<file path="src/hdl/dsadc_consts.svh">
`ifndef DSADC_CONSTS_SVH
`define DSADC_CONSTS_SVH

// =====================================================
// Conversion timing in clock periods, and the strobe count
`define DSADC_CYC_LEN 40002
`define DSADC_AZ_LEN 10001
`define DSADC_INT_LEN 10000
`define DSADC_OVER_CNT 20000
`define DSADC_IZ_NORM 200
`define DSADC_IZ_OVER 6200
`define DSADC_LOW_CNT 15'h0708
`define DSADC_MSD_LEN 201
`define DSADC_DIG_LEN 200
`define DSADC_STB_MSD 101
`define DSADC_STB_DIG 100
`define DSADC_STROBES 3'h5

// =====================================================
// Register map, byte offsets
`define DSADC_ADDR_W 8
`define DSADC_CTRL_OFF 8'h00
`define DSADC_STAT_OFF 8'h04
`define DSADC_READ_OFF 8'h08

// Control fields
`define DSADC_CTRL_HOLD 0
`define DSADC_CTRL_START 1

// Status fields
`define DSADC_ST_BUSY 0
`define DSADC_ST_OVER 1
`define DSADC_ST_LOW 2
`define DSADC_ST_SIGN 3
`define DSADC_ST_BLANK 4
`define DSADC_ST_PH_LO 5
`define DSADC_ST_PH_HI 7

`define DSADC_RESP_OKAY 2'h0
`define DSADC_RESP_DECERR 2'h3

`endif

</file>
<file path="src/hdl/dsadc_pkg.sv">
package dsadc_pkg;

    typedef enum logic [2:0] {PH_IDLE, PH_AZ, PH_INT, PH_DEINT, PH_IZ} dsadc_phase_t;

    typedef struct packed {
        logic busy;
        logic over_limit;
        logic low_reading;
        logic sign_positive;
    } dsadc_flags_t;

    typedef struct packed {
        logic most_significant_digit_select;
        logic fourth_digit_select;
        logic third_digit_select;
        logic second_digit_select;
        logic least_significant_digit_select;
    } dsadc_digit_t;

    typedef struct packed {
        logic bcd_weight_eight_bit;
        logic bcd_weight_four_bit;
        logic bcd_weight_two_bit;
        logic bcd_weight_one_bit;
    } dsadc_bcd_t;

endpackage : dsadc_pkg

</file>
<file path="src/hdl/dsadc_seq.sv">
// The implementer's own choices: the AXI4-Lite slave port and the register addresses.
`include "dsadc_consts.svh"

module dsadc_seq #(
    parameter int CYC_LEN = `DSADC_CYC_LEN,
    parameter int AZ_LEN = `DSADC_AZ_LEN,
    parameter int INT_LEN = `DSADC_INT_LEN,
    parameter int OVER_CNT = `DSADC_OVER_CNT,
    parameter int IZ_OVER = `DSADC_IZ_OVER
) (
    input wire logic core_clk,
    input wire logic rst_n,
    input wire logic run_hold_pin,
    input wire logic integ_crossed,
    input wire logic input_positive,
    input wire logic [`DSADC_ADDR_W-1:0] s_axi_awaddr,
    input wire logic s_axi_awvalid,
    output logic s_axi_awready,
    input wire logic [31:0] s_axi_wdata,
    input wire logic [3:0] s_axi_wstrb,
    input wire logic s_axi_wvalid,
    output logic s_axi_wready,
    output logic [1:0] s_axi_bresp,
    output logic s_axi_bvalid,
    input wire logic s_axi_bready,
    input wire logic [`DSADC_ADDR_W-1:0] s_axi_araddr,
    input wire logic s_axi_arvalid,
    output logic s_axi_arready,
    output logic [31:0] s_axi_rdata,
    output logic [1:0] s_axi_rresp,
    output logic s_axi_rvalid,
    input wire logic s_axi_rready,
    output dsadc_pkg::dsadc_flags_t conv_flags,
    output dsadc_pkg::dsadc_phase_t conv_phase,
    output dsadc_pkg::dsadc_digit_t digit_select,
    output dsadc_pkg::dsadc_bcd_t bcd_data,
    output logic strobe_n
);

    // =====================================================
    // Helpers
    function automatic logic [19:0] bcd_inc(input logic [19:0] v);
        logic [19:0] r;
        logic carry;
        r = v;
        carry = 1'b1;
        for (int i = 0; i < 5; i++) begin
            if (carry) begin
                if (r[i*4 +: 4] == 4'h9) begin
                    r[i*4 +: 4] = 4'h0;
                end else begin
                    r[i*4 +: 4] = r[i*4 +: 4] + 4'h1;
                    carry = 1'b0;
                end
            end
        end
        return r;
    endfunction : bcd_inc

    function automatic logic [3:0] pick_digit(input logic [19:0] v, input logic [4:0] sel);
        logic [3:0] r;
        r = 4'h0;
        for (int i = 0; i < 5; i++) begin
            r = r | (v[i*4 +: 4] & {4{sel[i]}});
        end
        return r;
    endfunction : pick_digit

    // =====================================================
    // Pin synchronisers
    logic run_s1, run_s2, zc_s1, zc_s2, pol_s1, pol_s2;

    always_ff @(posedge core_clk) begin
        if (!rst_n) begin
            {run_s1, run_s2, zc_s1, zc_s2, pol_s1, pol_s2} <= 6'h00;
        end else begin
            {run_s1, zc_s1, pol_s1} <= {run_hold_pin, integ_crossed, input_positive};
            {run_s2, zc_s2, pol_s2} <= {run_s1, zc_s1, pol_s1};
        end
    end

    // =====================================================
    // Conversion sequencer
    dsadc_pkg::dsadc_phase_t state, next_state;
    logic single, soft_hold, soft_start;
    logic [15:0] cyc;
    logic [14:0] tmr, iz_len;
    logic [19:0] cnt_bcd, reading, next_reading;
    logic busy, over_limit, low_reading, sign_positive, latch_pend, next_over;

    wire run_lvl = run_s2 & ~soft_hold;
    wire az_done = single ? (tmr == 15'(AZ_LEN - 1)) : (cyc == 16'(CYC_LEN - 1));
    wire int_done = cyc == 16'(INT_LEN - 1);
    wire de_over = !zc_s2 && (tmr == 15'(OVER_CNT));
    wire de_done = (state == dsadc_pkg::PH_DEINT) && (zc_s2 || de_over);
    wire int_start = (state == dsadc_pkg::PH_AZ) && az_done && (single || run_lvl);
    wire deint_start = (state == dsadc_pkg::PH_INT) && int_done;
    assign iz_len = over_limit ? 15'(IZ_OVER) : 15'(`DSADC_IZ_NORM);

    always_comb begin
        next_state = state;
        unique case (state)
            dsadc_pkg::PH_IDLE: begin
                if (run_lvl || soft_start) next_state = dsadc_pkg::PH_AZ;
            end
            dsadc_pkg::PH_AZ: begin
                // A cycle started by a pulse runs on; hold is only checked later
                if (az_done) next_state = (single || run_lvl) ? dsadc_pkg::PH_INT : dsadc_pkg::PH_IDLE;
            end
            dsadc_pkg::PH_INT: begin
                if (int_done) next_state = dsadc_pkg::PH_DEINT;
            end
            dsadc_pkg::PH_DEINT: begin
                if (de_done) next_state = dsadc_pkg::PH_IZ;
            end
            dsadc_pkg::PH_IZ: begin
                if (tmr == iz_len - 15'h1) next_state = dsadc_pkg::PH_AZ;
            end
            default: next_state = dsadc_pkg::PH_IDLE;
        endcase
    end

    always_ff @(posedge core_clk) begin
        if (!rst_n) begin
            state <= dsadc_pkg::PH_IDLE;
            single <= 1'b0;
            tmr <= 15'h0;
            cyc <= 16'h0;
        end else begin
            state <= next_state;
            tmr <= (next_state != state) ? 15'h0 : tmr + 15'h1;
            cyc <= int_start ? 16'h0 : cyc + 16'h1;
            if (state == dsadc_pkg::PH_IDLE && next_state == dsadc_pkg::PH_AZ) begin
                single <= 1'b1;
            end else if (int_start) begin
                single <= 1'b0;
            end
        end
    end

    // =====================================================
    // Count, flags and display latch
    assign next_over = deint_start ? 1'b0 : (de_done ? de_over : over_limit);
    assign next_reading = latch_pend ? cnt_bcd : reading;

    always_ff @(posedge core_clk) begin
        if (!rst_n) begin
            cnt_bcd <= 20'h0;
            reading <= 20'h0;
            latch_pend <= 1'b0;
            busy <= 1'b0;
            over_limit <= 1'b0;
            low_reading <= 1'b0;
            sign_positive <= 1'b0;
        end else begin
            busy <= (next_state == dsadc_pkg::PH_INT) || (next_state == dsadc_pkg::PH_DEINT);
            over_limit <= next_over;
            if (deint_start) begin
                cnt_bcd <= 20'h0;
                sign_positive <= pol_s2;
            end else if (state == dsadc_pkg::PH_DEINT && !de_done) begin
                cnt_bcd <= bcd_inc(cnt_bcd);
            end
            if (int_start) begin
                low_reading <= 1'b0;
            end else if (de_done) begin
                low_reading <= !de_over && (tmr <= `DSADC_LOW_CNT);
            end
            latch_pend <= de_done;
            reading <= next_reading;
        end
    end

    // =====================================================
    // Digit scan, strobes and blanking
    logic [4:0] pos, dsel, next_pos, next_dsel;
    logic [7:0] sc, next_sc;
    logic [2:0] strobes_left, next_left;
    logic blank, next_blank;

    // Blanked scan restarts from the top digit so the blink looks clean
    wire restart = de_done || (deint_start && blank);
    wire sc_last = pos[4] ? (sc == 8'(`DSADC_MSD_LEN - 1)) : (sc == 8'(`DSADC_DIG_LEN - 1));
    wire stb_hit = (strobes_left != 3'h0) &&
        (sc == (pos[4] ? 8'(`DSADC_STB_MSD - 1) : 8'(`DSADC_STB_DIG - 1)));
    assign next_pos = restart ? 5'h10 : (sc_last ? {pos[0], pos[4:1]} : pos);
    assign next_sc = (restart || sc_last) ? 8'h0 : sc + 8'h1;
    assign next_left = de_done ? `DSADC_STROBES : (stb_hit ? strobes_left - 3'h1 : strobes_left);
    assign next_blank = deint_start ? 1'b0 :
        ((stb_hit && strobes_left == 3'h1 && over_limit) ? 1'b1 : blank);
    assign next_dsel = next_blank ? 5'h00 : next_pos;

    always_ff @(posedge core_clk) begin
        if (!rst_n) begin
            pos <= 5'h10;
            sc <= 8'h0;
            strobes_left <= 3'h0;
            blank <= 1'b0;
            dsel <= 5'h10;
            digit_select <= dsadc_pkg::dsadc_digit_t'(5'h10);
            bcd_data <= dsadc_pkg::dsadc_bcd_t'(4'h0);
            strobe_n <= 1'b1;
        end else begin
            pos <= next_pos;
            sc <= next_sc;
            strobes_left <= next_left;
            blank <= next_blank;
            dsel <= next_dsel;
            digit_select <= dsadc_pkg::dsadc_digit_t'(next_dsel);
            bcd_data <= dsadc_pkg::dsadc_bcd_t'(next_over ? 4'h0 : pick_digit(next_reading, next_dsel));
            strobe_n <= !stb_hit;
        end
    end

    assign conv_phase = state;
    assign conv_flags = '{busy: busy, over_limit: over_limit, low_reading: low_reading,
                          sign_positive: sign_positive};

    // =====================================================
    // AXI4-Lite register slave
    wire wr_go = s_axi_awvalid && s_axi_wvalid && !s_axi_bvalid;
    wire rd_go = s_axi_arvalid && !s_axi_rvalid;
    wire [`DSADC_ADDR_W-1:0] aw_word = {s_axi_awaddr[`DSADC_ADDR_W-1:2], 2'h0};
    wire [`DSADC_ADDR_W-1:0] ar_word = {s_axi_araddr[`DSADC_ADDR_W-1:2], 2'h0};
    wire aw_ctrl = aw_word == `DSADC_CTRL_OFF;
    wire aw_hit = aw_ctrl || aw_word == `DSADC_STAT_OFF || aw_word == `DSADC_READ_OFF;
    wire ar_hit = ar_word == `DSADC_CTRL_OFF || ar_word == `DSADC_STAT_OFF || ar_word == `DSADC_READ_OFF;
    logic [31:0] stat_word, rd_mux;

    assign s_axi_awready = wr_go;
    assign s_axi_wready = wr_go;
    assign s_axi_arready = !s_axi_rvalid;

    always_comb begin
        stat_word = 32'h0;
        stat_word[`DSADC_ST_BUSY] = busy;
        stat_word[`DSADC_ST_OVER] = over_limit;
        stat_word[`DSADC_ST_LOW] = low_reading;
        stat_word[`DSADC_ST_SIGN] = sign_positive;
        stat_word[`DSADC_ST_BLANK] = blank;
        stat_word[`DSADC_ST_PH_HI:`DSADC_ST_PH_LO] = state;
        rd_mux = 32'h0;
        if (ar_word == `DSADC_CTRL_OFF) rd_mux[`DSADC_CTRL_HOLD] = soft_hold;
        if (ar_word == `DSADC_STAT_OFF) rd_mux = stat_word;
        if (ar_word == `DSADC_READ_OFF) rd_mux = {12'h0, reading};
    end

    always_ff @(posedge core_clk) begin
        if (!rst_n) begin
            soft_hold <= 1'b0;
            soft_start <= 1'b0;
            s_axi_bvalid <= 1'b0;
            s_axi_bresp <= `DSADC_RESP_OKAY;
            s_axi_rvalid <= 1'b0;
            s_axi_rresp <= `DSADC_RESP_OKAY;
            s_axi_rdata <= 32'h0;
        end else begin
            soft_start <= wr_go && aw_ctrl && s_axi_wstrb[0] && s_axi_wdata[`DSADC_CTRL_START];
            if (wr_go && aw_ctrl && s_axi_wstrb[0]) soft_hold <= s_axi_wdata[`DSADC_CTRL_HOLD];
            if (wr_go) begin
                s_axi_bvalid <= 1'b1;
                s_axi_bresp <= aw_hit ? `DSADC_RESP_OKAY : `DSADC_RESP_DECERR;
            end else if (s_axi_bready) begin
                s_axi_bvalid <= 1'b0;
            end
            if (rd_go) begin
                s_axi_rvalid <= 1'b1;
                s_axi_rdata <= rd_mux;
                s_axi_rresp <= ar_hit ? `DSADC_RESP_OKAY : `DSADC_RESP_DECERR;
            end else if (s_axi_rready) begin
                s_axi_rvalid <= 1'b0;
            end
        end
    end

    logic [8:0] msd_len;
    always_ff @(posedge core_clk) begin
        if (!rst_n) begin
            msd_len <= 9'h1;
        end else begin
            msd_len <= next_dsel[4] ? ((dsel[4] && !restart) ? msd_len + 9'h1 : 9'h1) : 9'h0;
        end
    end
endmodule : dsadc_seq

</file>
<file path="config.mk">
export PLATFORM = sky130hd
export DESIGN_NAME = dsadc_seq
export DESIGN_NICKNAME = d
export VERILOG_FILES = /design/src/hdl/dsadc_pkg.sv /design/src/hdl/dsadc_seq.sv
export VERILOG_INCLUDE_DIRS = /design/src /design/src/hdl
export SDC_FILE = /design/constraint.sdc
export NUM_CORES = 1
export LEC_CHECK = 0
export BUFFER_PORTS_ARGS = -buffer_cell sky130_fd_sc_hd__buf_2
export CORE_MARGIN = 4
export CORE_UTILIZATION = 45
export CTS_CLUSTER_DIAMETER = 100
export DETAILED_ROUTE_END_ITERATION = 8
export PLACE_DENSITY = 0.68
export SYNTH_ARGS = -nofsm -noshare
export SYNTH_HDL_FRONTEND = slang
export SYNTH_SLANG_ARGS = --single-unit
</file>
<file path="constraint.sdc">
create_clock -name core_clk -period 2.2 [get_ports core_clk]
set_clock_uncertainty 0.1 [all_clocks]
set_input_delay 0.33 -clock core_clk [delete_from_list [all_inputs] [get_ports core_clk]]
set_output_delay 0.33 -clock core_clk [all_outputs]
set_load 0.005 [all_outputs]
</file>
==> results of run 1 <==
## per-layer routing
| layer | vias up | track usage [%] | share of wire [%] |
|---|---|---|---|
| met3 | 18 | 5.31 | 4.3 |
| li1 | 2706 | - | - |
| met5 | - | 0 | 0 |
| met4 | 0 | 7.57 | 1.7 |
| met2 | 124 | 35.1 | 52 |
| met1 | 2662 | 23.2 | 42 |
## state kept, by name, summed over array words and instances (netlist names), 3 cells and up
signal,cells
cnt_bcd,20
reading,20
s_axi_rdata,20
cyc,16
tmr,15
sc,8
digit_select,5
pos,5
bcd_data,4
conv_phase,3
strobes_left,3
## synthesized netlist by cell type (5+ instances only)
cell      number  area, sq um
a221oi_1       9         78.8
nor4_1         5         31.3
mux2i_1       12          120
buf_4         20          150
nor3b_1        9         67.6
a22oi_1        5         37.5
nand3_1       30          150
ha_1           8          100
and2_1        21          131
nand4_1       10         62.6
nand2_1       54          203
mux2_2        15          169
clkbuf_1      25         93.8
inv_1         24         90.1
xnor2_1       18          158
nor2_1       110          413
and3_1         9         56.3
a211oi_1       6         45.0
dfxtp_1      139         2780
o21ai_0       16         80.1
xor2_1        24          210
nor3_1        21          105
nor2b_1       14         87.6
a21oi_1       32          160
or3_1          5         31.3
## worst reg2reg max path, stage by stage (launching register included)
cell	delay, ns
dfxtp_2	0.32
inv_2	0.06
ha_4	0.12
or4b_4	0.46
o41a_1	0.38
buf_6	0.17
and3_4	0.17
and3_4	0.17
mux2i_1	0.17
nor2_1	0.05
## layout make-up
cell class	count	area (sq um)	share of cell area, %
clock inverter	11	146	1.84
inverter	24	90.1	1.14
clock buffer	19	453	5.71
multi-input combinational	519	3360	42.3
tap	180	225	2.84
timing repair buffer	132	880	11.1
sequential	139	2790	35.1
## report_power, final
group,switching (uW),internal (uW)
registers,29.1,2560
logic,175,143
clock network,1080,1830
## what timing repair did
action | 4_1_cts | 5_1_grt
setup endpoints to repair | 42 | 52
buffers inserted | 5 | 3
pin swaps | 9 | 21
hold buffers | 1 | 0
gates resized for setup | 16 | 21
hold endpoints to repair | 1 | 0
## metrics by stage
step / hold WS (ns) / area (sq um) / total power [uW]
finish: 0.0195 / 7940 / 5810
global route: 0.0153 / 7940 / 5990
CTS: 0.0122 / 7830 / 5830
detailed placement: 0.321 / 7080 / 2930
global placement: 0.321 / 7080 / 2910
floorplan: 0.312 / 6390 / 2820
## final timing paths
path / end / slack, ns
min reg2reg: zc_s2 / 0.33
max: cnt_bcd[17] / -0.07
max reg2reg: cnt_bcd[17] / -0.07
min: run_s1 / 0.02
## kinds of logic after synthesis
kind of cell	synth area share (%)
AOI/OAI and AO/OA	11.2
xor gates and xnor gates	5.82
adders and majority gates	1.58
buffers and inverters	6.14
DFF	44.0
muxes	4.57
other	0.0593
and+or+nand+nor	26.6
==> impl_metrics.env, run 1 <==
export IMPL_status="complete, but fails checks"
export IMPL_violations="setup timing"
export IMPL_place_congestion=0.867
export IMPL_dieHeight_um=126
export IMPL_path_class="reg -> reg"
export IMPL_timing_final_ws_setup_ns=-0.0738
export IMPL_drtIter0Drc=379
export IMPL_gr_total_overflow=0
export IMPL_hold_path_class="in -> reg"
export IMPL_finalCritPeriodShare_pct=103
export IMPL_drv_cap=0
export IMPL_grt_use_total_pct=20.0
export IMPL_layout_commonest_cell="dfxtp_1"
export IMPL_cp_slowest_cell="or4b_4"
export IMPL_crit_top_cell="and3_4"
export IMPL_crit_required_ns=2.41
export IMPL_setup_tns_ns=-1.02
export IMPL_report_final_hold_viol_count=0
export IMPL_grt_pass1_vias=5313
export IMPL_utilization_pct=57.4
export IMPL_start_util_pct=45.7
export IMPL_p_leak_uw=0.00313
export IMPL_syn_area_per_cell_sq_um=8.75
export IMPL_vdd_ir_drop_max_mv=0.526
export IMPL_postRouteAntennaNets=0
export IMPL_critPathTopFamily="simple AND/OR/NAND/NOR gates"
export IMPL_ys_flop_type="dfxtp_1"
export IMPL_num_rows=43
export IMPL_max_freq_mhz=440
export IMPL_htreeDepth=4
export IMPL_yosys_register_bits=139
export IMPL_grt_max_degree=27
export IMPL_fill_cells=1194
export IMPL_setup_viol=20
export IMPL_seq_area_frac_synth_pct=44.0
export IMPL_ys_warn_count=0
export IMPL_clkTransAtPathRegs_ns=0.06
export IMPL_routed_wirelength_mm=15.9
export IMPL_cp_num_buf_inv=2
export IMPL_finalCriticalPeriod_ns=2.27
export IMPL_hpwl_mm=11.5
export IMPL_numPortBuffers=70
export IMPL_critical_path_max_fanout=6
export IMPL_holdPathStages=2
export IMPL_drc=0
export IMPL_clk_latency_ns=0.42
export IMPL_synth_edf_count=0
export IMPL_cp_startpoint="tmr[1]"
export IMPL_cp_num_cells=9
export IMPL_antenna_cells=0
export IMPL_cts_buffers=17
export IMPL_arrival_ns=2.49
export IMPL_worst_slew_pin_slew_ns=0.499
export IMPL_r2r_start="tmr[1]"
export IMPL_timing_slew_headroom_pct=66.5
export IMPL_syn_area_sq_um=6320
export IMPL_cts_tree="done"
export IMPL_clockBufferDepth=2
export IMPL_reg2reg_depth=9
export IMPL_path_cells="inv_2 -> ha_4 -> or4b_4 -> o41a_1 -> buf_6 -> and3_4 -> and3_4 -> mux2i_1 -> nor2_1"
export IMPL_dp_cells=985
export IMPL_avgRoutedWirePerCell_um=15.6
export IMPL_drive_gt1_share_pct=26.2
export IMPL_num_vias=5510
export IMPL_end_kind="register"
export IMPL_startpoint_type="register"
export IMPL_antenna_found_initial=0
export IMPL_most_common_layout_cells="dfxtp_1, nor2_1, buf_2"
export IMPL_core_sq_um=13800
export IMPL_num_nets_final=903
export IMPL_grt_pass1_wl_mm=25.7
export IMPL_io_pins=120
export IMPL_fin_cells=1024
export IMPL_avgViaCountPerCell=5.38
export IMPL_ys_types=66
export IMPL_dp_slack_ns=-0.176
export IMPL_critPathMaxStageDelay_ns=0.46
export IMPL_die_x_um=126
export IMPL_power_density_nw_per_um2=732
export IMPL_hold_path_startpoint="run_hold_pin"
export IMPL_drt_pass1_iter_count=6
export IMPL_root_buffer="clkbuf_16"
export IMPL_synthArstFlopShare_pct=0
export IMPL_synthesis_instances=722
export IMPL_rsz0062_at_grt="true"
export IMPL_syn_to_final_growth_pct=25.6
export IMPL_clock_sinks=139
export IMPL_dieArea_sq_um=16000
export IMPL_drv_slew=0
(Power assumes the default switching activity.)
==> run 2: changes to the inputs <==
CORE_UTILIZATION = 50   (was 45)
PLACE_DENSITY = 0.74   (was 0.68)
==> impl_metrics.env, run 2 (synthesized netlist as in run 1, its figures left out) <==
export IMPL_critPathMaxStageDelay_ns=0.45
export IMPL_grt_pass1_wl_mm=27.4
export IMPL_hold_path_startpoint="run_hold_pin"
export IMPL_root_buffer="clkbuf_16"
export IMPL_pwr_share_seq_pct=43.0
export IMPL_dieArea_sq_um=14500
export IMPL_hold_path_class="in -> reg"
export IMPL_num_vias=5715
export IMPL_worst_slew_pin_slew_ns=0.713
export IMPL_die_x_um=120
export IMPL_avgViaCountPerCell=5.62
export IMPL_layout_commonest_cell="dfxtp_1"
export IMPL_finalCritPeriodShare_pct=108
export IMPL_timing_slew_headroom_pct=52.4
export IMPL_top_regs="cnt_bcd (20), reading (20), s_axi_rdata (20)"
export IMPL_top_usage_layer="met2"
export IMPL_switching_power_uw=1310
export IMPL_io_pins=120
export IMPL_drv_cap=0
export IMPL_clockBufferDepth=2
export IMPL_drt_pass1_iter_count=5
export IMPL_cts_tree="done"
export IMPL_drc=0
export IMPL_drv_slew=0
export IMPL_antenna_found_initial=0
export IMPL_gr_total_overflow=0
export IMPL_timing_final_ws_setup_ns=-0.177
export IMPL_pwr_share_comb_pct=5.4
export IMPL_setup_viol=32
export IMPL_htreeDepth=4
export IMPL_num_rows=40
export IMPL_clk_latency_ns=0.43
export IMPL_syn_to_final_growth_pct=30.5
export IMPL_start_util_pct=51.7
export IMPL_most_common_layout_cells="dfxtp_1, nor2_1, buf_2"
export IMPL_max_freq_mhz=421
export IMPL_core_sq_um=12200
export IMPL_violations="setup timing"
export IMPL_dp_slack_ns=-0.208
export IMPL_status="complete, but fails checks"
export IMPL_critical_path_max_fanout=5
export IMPL_clock_sinks=139
export IMPL_dieHeight_um=120
export IMPL_arrival_ns=2.58
export IMPL_drtIter0Drc=422
export IMPL_hpwl_mm=11.2
export IMPL_r2r_start="tmr[1]"
export IMPL_cts_buffers=17
export IMPL_num_nets_final=906
export IMPL_power_share_clock_pct=51.6
export IMPL_p_int_uw=4700
export IMPL_report_final_hold_viol_count=0
export IMPL_numPortBuffers=70
export IMPL_end_kind="register"
export IMPL_timing_hold_ws_ns=0.0190
export IMPL_grt_pass1_vias=5740
export IMPL_cp_startpoint="tmr[1]"
export IMPL_vdd_ir_drop_max_mv=0.544
export IMPL_cp_slowest_cell="or4b_4"
export IMPL_finalCriticalPeriod_ns=2.38
export IMPL_drive_gt1_share_pct=30.7
export IMPL_clkTransAtPathRegs_ns=0.06
export IMPL_rsz0062_at_grt="true"
export IMPL_startpoint_type="register"
export IMPL_gr_usage_met1_pct=26.3
export IMPL_path_cells="inv_2 -> ha_4 -> or4b_4 -> o41a_1 -> buf_6 -> and3_4 -> nand4_1 -> xor2_1 -> nor2_1"
export IMPL_setup_tns_ns=-3.15
export IMPL_antenna_cells=0
export IMPL_grt_use_total_pct=23.3
export IMPL_p_leak_uw=0.00321
export IMPL_grt_max_degree=29
export IMPL_grt_util_met3_pct=5.80
export IMPL_swShare_pct=21.8
export IMPL_crit_required_ns=2.40
export IMPL_routed_wirelength_mm=17.1
export IMPL_met2_usage_pct=41.2
export IMPL_avgRoutedWirePerCell_um=16.8
export IMPL_postRouteAntennaNets=0
export IMPL_utilization_pct=67.5
export IMPL_place_congestion=0.911
export IMPL_power_density_nw_per_um2=730
export IMPL_path_class="reg -> reg"
==> run 2: path summary, 6_finish.rpt <==
kind | cells after the start | slack [ns] | end
max | 9 | -0.18 | cnt_bcd[18]
min | 2 | 0.02 | run_s1
max reg2reg | 9 | -0.18 | cnt_bcd[18]
min reg2reg | 1 | 0.34 | run_s2
==> run 2: timing repair <==
action                                  in CTS  in global routing
setup buffers                               12                  4
hold buffers                                 1                  0
endpoints found under the setup margin      42                 58
gates resized for setup                     52                 42
endpoints found under the hold margin        1                  0
pin swaps                                   21                 22
==> run 2: layout make-up <==
type	count	area, sq um
flip-flops and latches	139	2790
clock inverters	8	129
well taps	168	210
clock buffers	24	522
inverters	24	90.1
multi-input cells	519	3590
fillers	941	3970
repair buffers	135	916
==> run 2: critical path: cells and delay by family (launching register included) <==
kind | cells | cell delay (ns)
AOI/OAI and AO/OA | 1 | 0.41
xor gates and xnor gates | 1 | 0.21
adders and majority gates | 1 | 0.12
buffers and inverters | 2 | 0.24
DFF | 1 | 0.32
and+or+nand+nor | 4 | 0.85
==> run 2: per-layer routing <==
| metal | wire length (um) | part of all wire, % |
|---|---|---|
| met3 | 802 | 4.7 |
| met5 | 0 | 0 |
| met2 | 8900 | 52 |
| met1 | 6830 | 40 |
| met4 | 523 | 3.1 |
==> run 2: power by group through the flow <==
stage / registers, uW / clock network [uW] / logic [uW]
3_3_place_gp: 2640 / 0 / 274
4_1_cts: 2580 / 3120 / 311
3_5_place_dp: 2640 / 0 / 282
6_report: 2580 / 3100 / 327
5_1_grt: 2590 / 3230 / 359
2_1_floorplan: 2640 / 0 / 182
==> run 2: stage by stage <==
step                      cell area [sq um]  power [uW]  std cells
after floorplan                        6390        2820        733
after global placement                 7020        2910        969
after detailed placement               7020        2920        969
after CTS                              8030        6010       1014
after global routing                   8240        6170       1017
final                                  8240        6010       1017
==> run 3: changes to the inputs <==
SKIP_CTS_REPAIR_TIMING = 1   (was default)
==> impl_metrics.env, run 3 (synthesized netlist as in run 1, its figures left out) <==
export IMPL_status="complete, but fails checks"
export IMPL_violations="setup timing"
export IMPL_layout_commonest_cell="dfxtp_1"
export IMPL_grt_use_total_pct=22.2
export IMPL_dieHeight_um=120
export IMPL_most_common_layout_cells="dfxtp_1, nor2_1, buf_2"
export IMPL_power_uw=5980
export IMPL_fin_cells=1008
export IMPL_place_congestion=0.911
export IMPL_finalCritPeriodShare_pct=109
export IMPL_cts_tree="done"
export IMPL_num_nets_final=897
export IMPL_antenna_cells=0
export IMPL_clk_latency_ns=0.42
export IMPL_timing_slew_headroom_pct=50.3
export IMPL_arrival_ns=2.59
export IMPL_die_x_um=120
export IMPL_hold_path_class="in -> reg"
export IMPL_finalCriticalPeriod_ns=2.39
export IMPL_drtIter0Drc=460
export IMPL_num_vias=5630
export IMPL_critical_path_max_fanout=4
export IMPL_num_rows=40
export IMPL_setup_viol=12
export IMPL_drive_gt1_share_pct=25.6
export IMPL_grt_pass1_vias=5502
export IMPL_power_density_nw_per_um2=756
export IMPL_grt_pass1_wl_mm=26.2
export IMPL_htreeDepth=4
export IMPL_routed_wirelength_mm=16.3
export IMPL_start_util_pct=51.7
export IMPL_vdd_ir_drop_max_mv=0.544
export IMPL_timing_hold_ws_ns=0.0280
export IMPL_startpoint_type="register"
export IMPL_root_buffer="clkbuf_16"
export IMPL_max_freq_mhz=419
export IMPL_end_kind="register"
export IMPL_ff_latch_area_sq_um=2790
export IMPL_drv_cap=0
export IMPL_p_leak_uw=0.00312
export IMPL_hpwl_mm=11.2
export IMPL_avgRoutedWirePerCell_um=16.1
export IMPL_io_pins=120
export IMPL_multiInputGateArea_sq_um=3360
export IMPL_path_class="reg -> reg"
export IMPL_fill_cells=984
export IMPL_cts_buffers=17
export IMPL_numPortBuffers=70
export IMPL_worst_slew_pin_slew_ns=0.744
export IMPL_avgViaCountPerCell=5.59
export IMPL_core_sq_um=12200
export IMPL_antenna_found_initial=0
export IMPL_postRouteAntennaNets=0
export IMPL_crit_required_ns=2.40
export IMPL_report_final_hold_viol_count=0
export IMPL_dp_cells=969
export IMPL_rsz0062_at_grt="true"
export IMPL_dieArea_sq_um=14500
export IMPL_drt_pass1_iter_count=7
export IMPL_grt_max_degree=29
export IMPL_gr_total_overflow=0
export IMPL_timing_final_ws_setup_ns=-0.187
export IMPL_drv_slew=0
export IMPL_drc=0
export IMPL_clock_sinks=139
export IMPL_utilization_pct=64.7
export IMPL_syn_to_final_growth_pct=25.0
export IMPL_top_regs="cnt_bcd (20), reading (20), s_axi_rdata (20)"
export IMPL_clkTransAtPathRegs_ns=0.06
export IMPL_clockBufferDepth=2
-- run 3: routing by layer --
metal | vias to the layer above | share of wire, % | track usage [%]
met1 | 2726 | 41 | 25.5
met3 | 33 | 4.9 | 5.33
li1 | 2692 | - | -
met2 | 179 | 52 | 39.7
met4 | 0 | 2.0 | 8.85
met5 | - | 0 | 0
-- run 3: worst max-delay path, stage by stage (launching register included) --
cell	delay, ns
dfxtp_2	0.32
inv_2	0.06
ha_4	0.12
or4b_4	0.45
o41a_1	0.37
buf_4	0.16
nor2_4	0.09
nor2_2	0.06
o2bb2ai_4	0.16
o32ai_1	0.37
-- run 3: power by group --
group | internal (uW) | leakage [uW] | switching [uW]
Sequential | 2560 | 0.00113 | 28.7
Clock | 2000 | 0.000307 | 1090
Combinational | 136 | 0.00169 | 170
-- run 3: worst paths after layout --
path / from / to / slack, ns / cells after the start
worst min-delay path: run_hold_pin / run_s1 / 0.03 / 2
worst max register to register: tmr[1] / bcd_data[2] / -0.19 / 9
worst min register to register: run_s1 / run_s2 / 0.34 / 1
worst max-delay path: tmr[1] / bcd_data[2] / -0.19 / 9
-- run 3: final cells by class --
type / instances / area share, %
flip-flops and latches: 139 / 35.3
well taps: 168 / 2.66
inverters: 24 / 1.14
clock buffers: 24 / 6.60
repair buffers: 126 / 10.1
clock inverters: 8 / 1.63
multi-input cells: 519 / 42.6
-- run 3: stage by stage --
step,instance area [sq um],TNS [ns],setup WS (ns)
after global placement,7020,-3.18,-0.148
after detailed placement,7020,-5.13,-0.208
after global routing,7900,-2.49,-0.299
final,7900,-1.04,-0.187
after CTS,7670,-6.61,-0.317
after floorplan,6390,0,0.00170
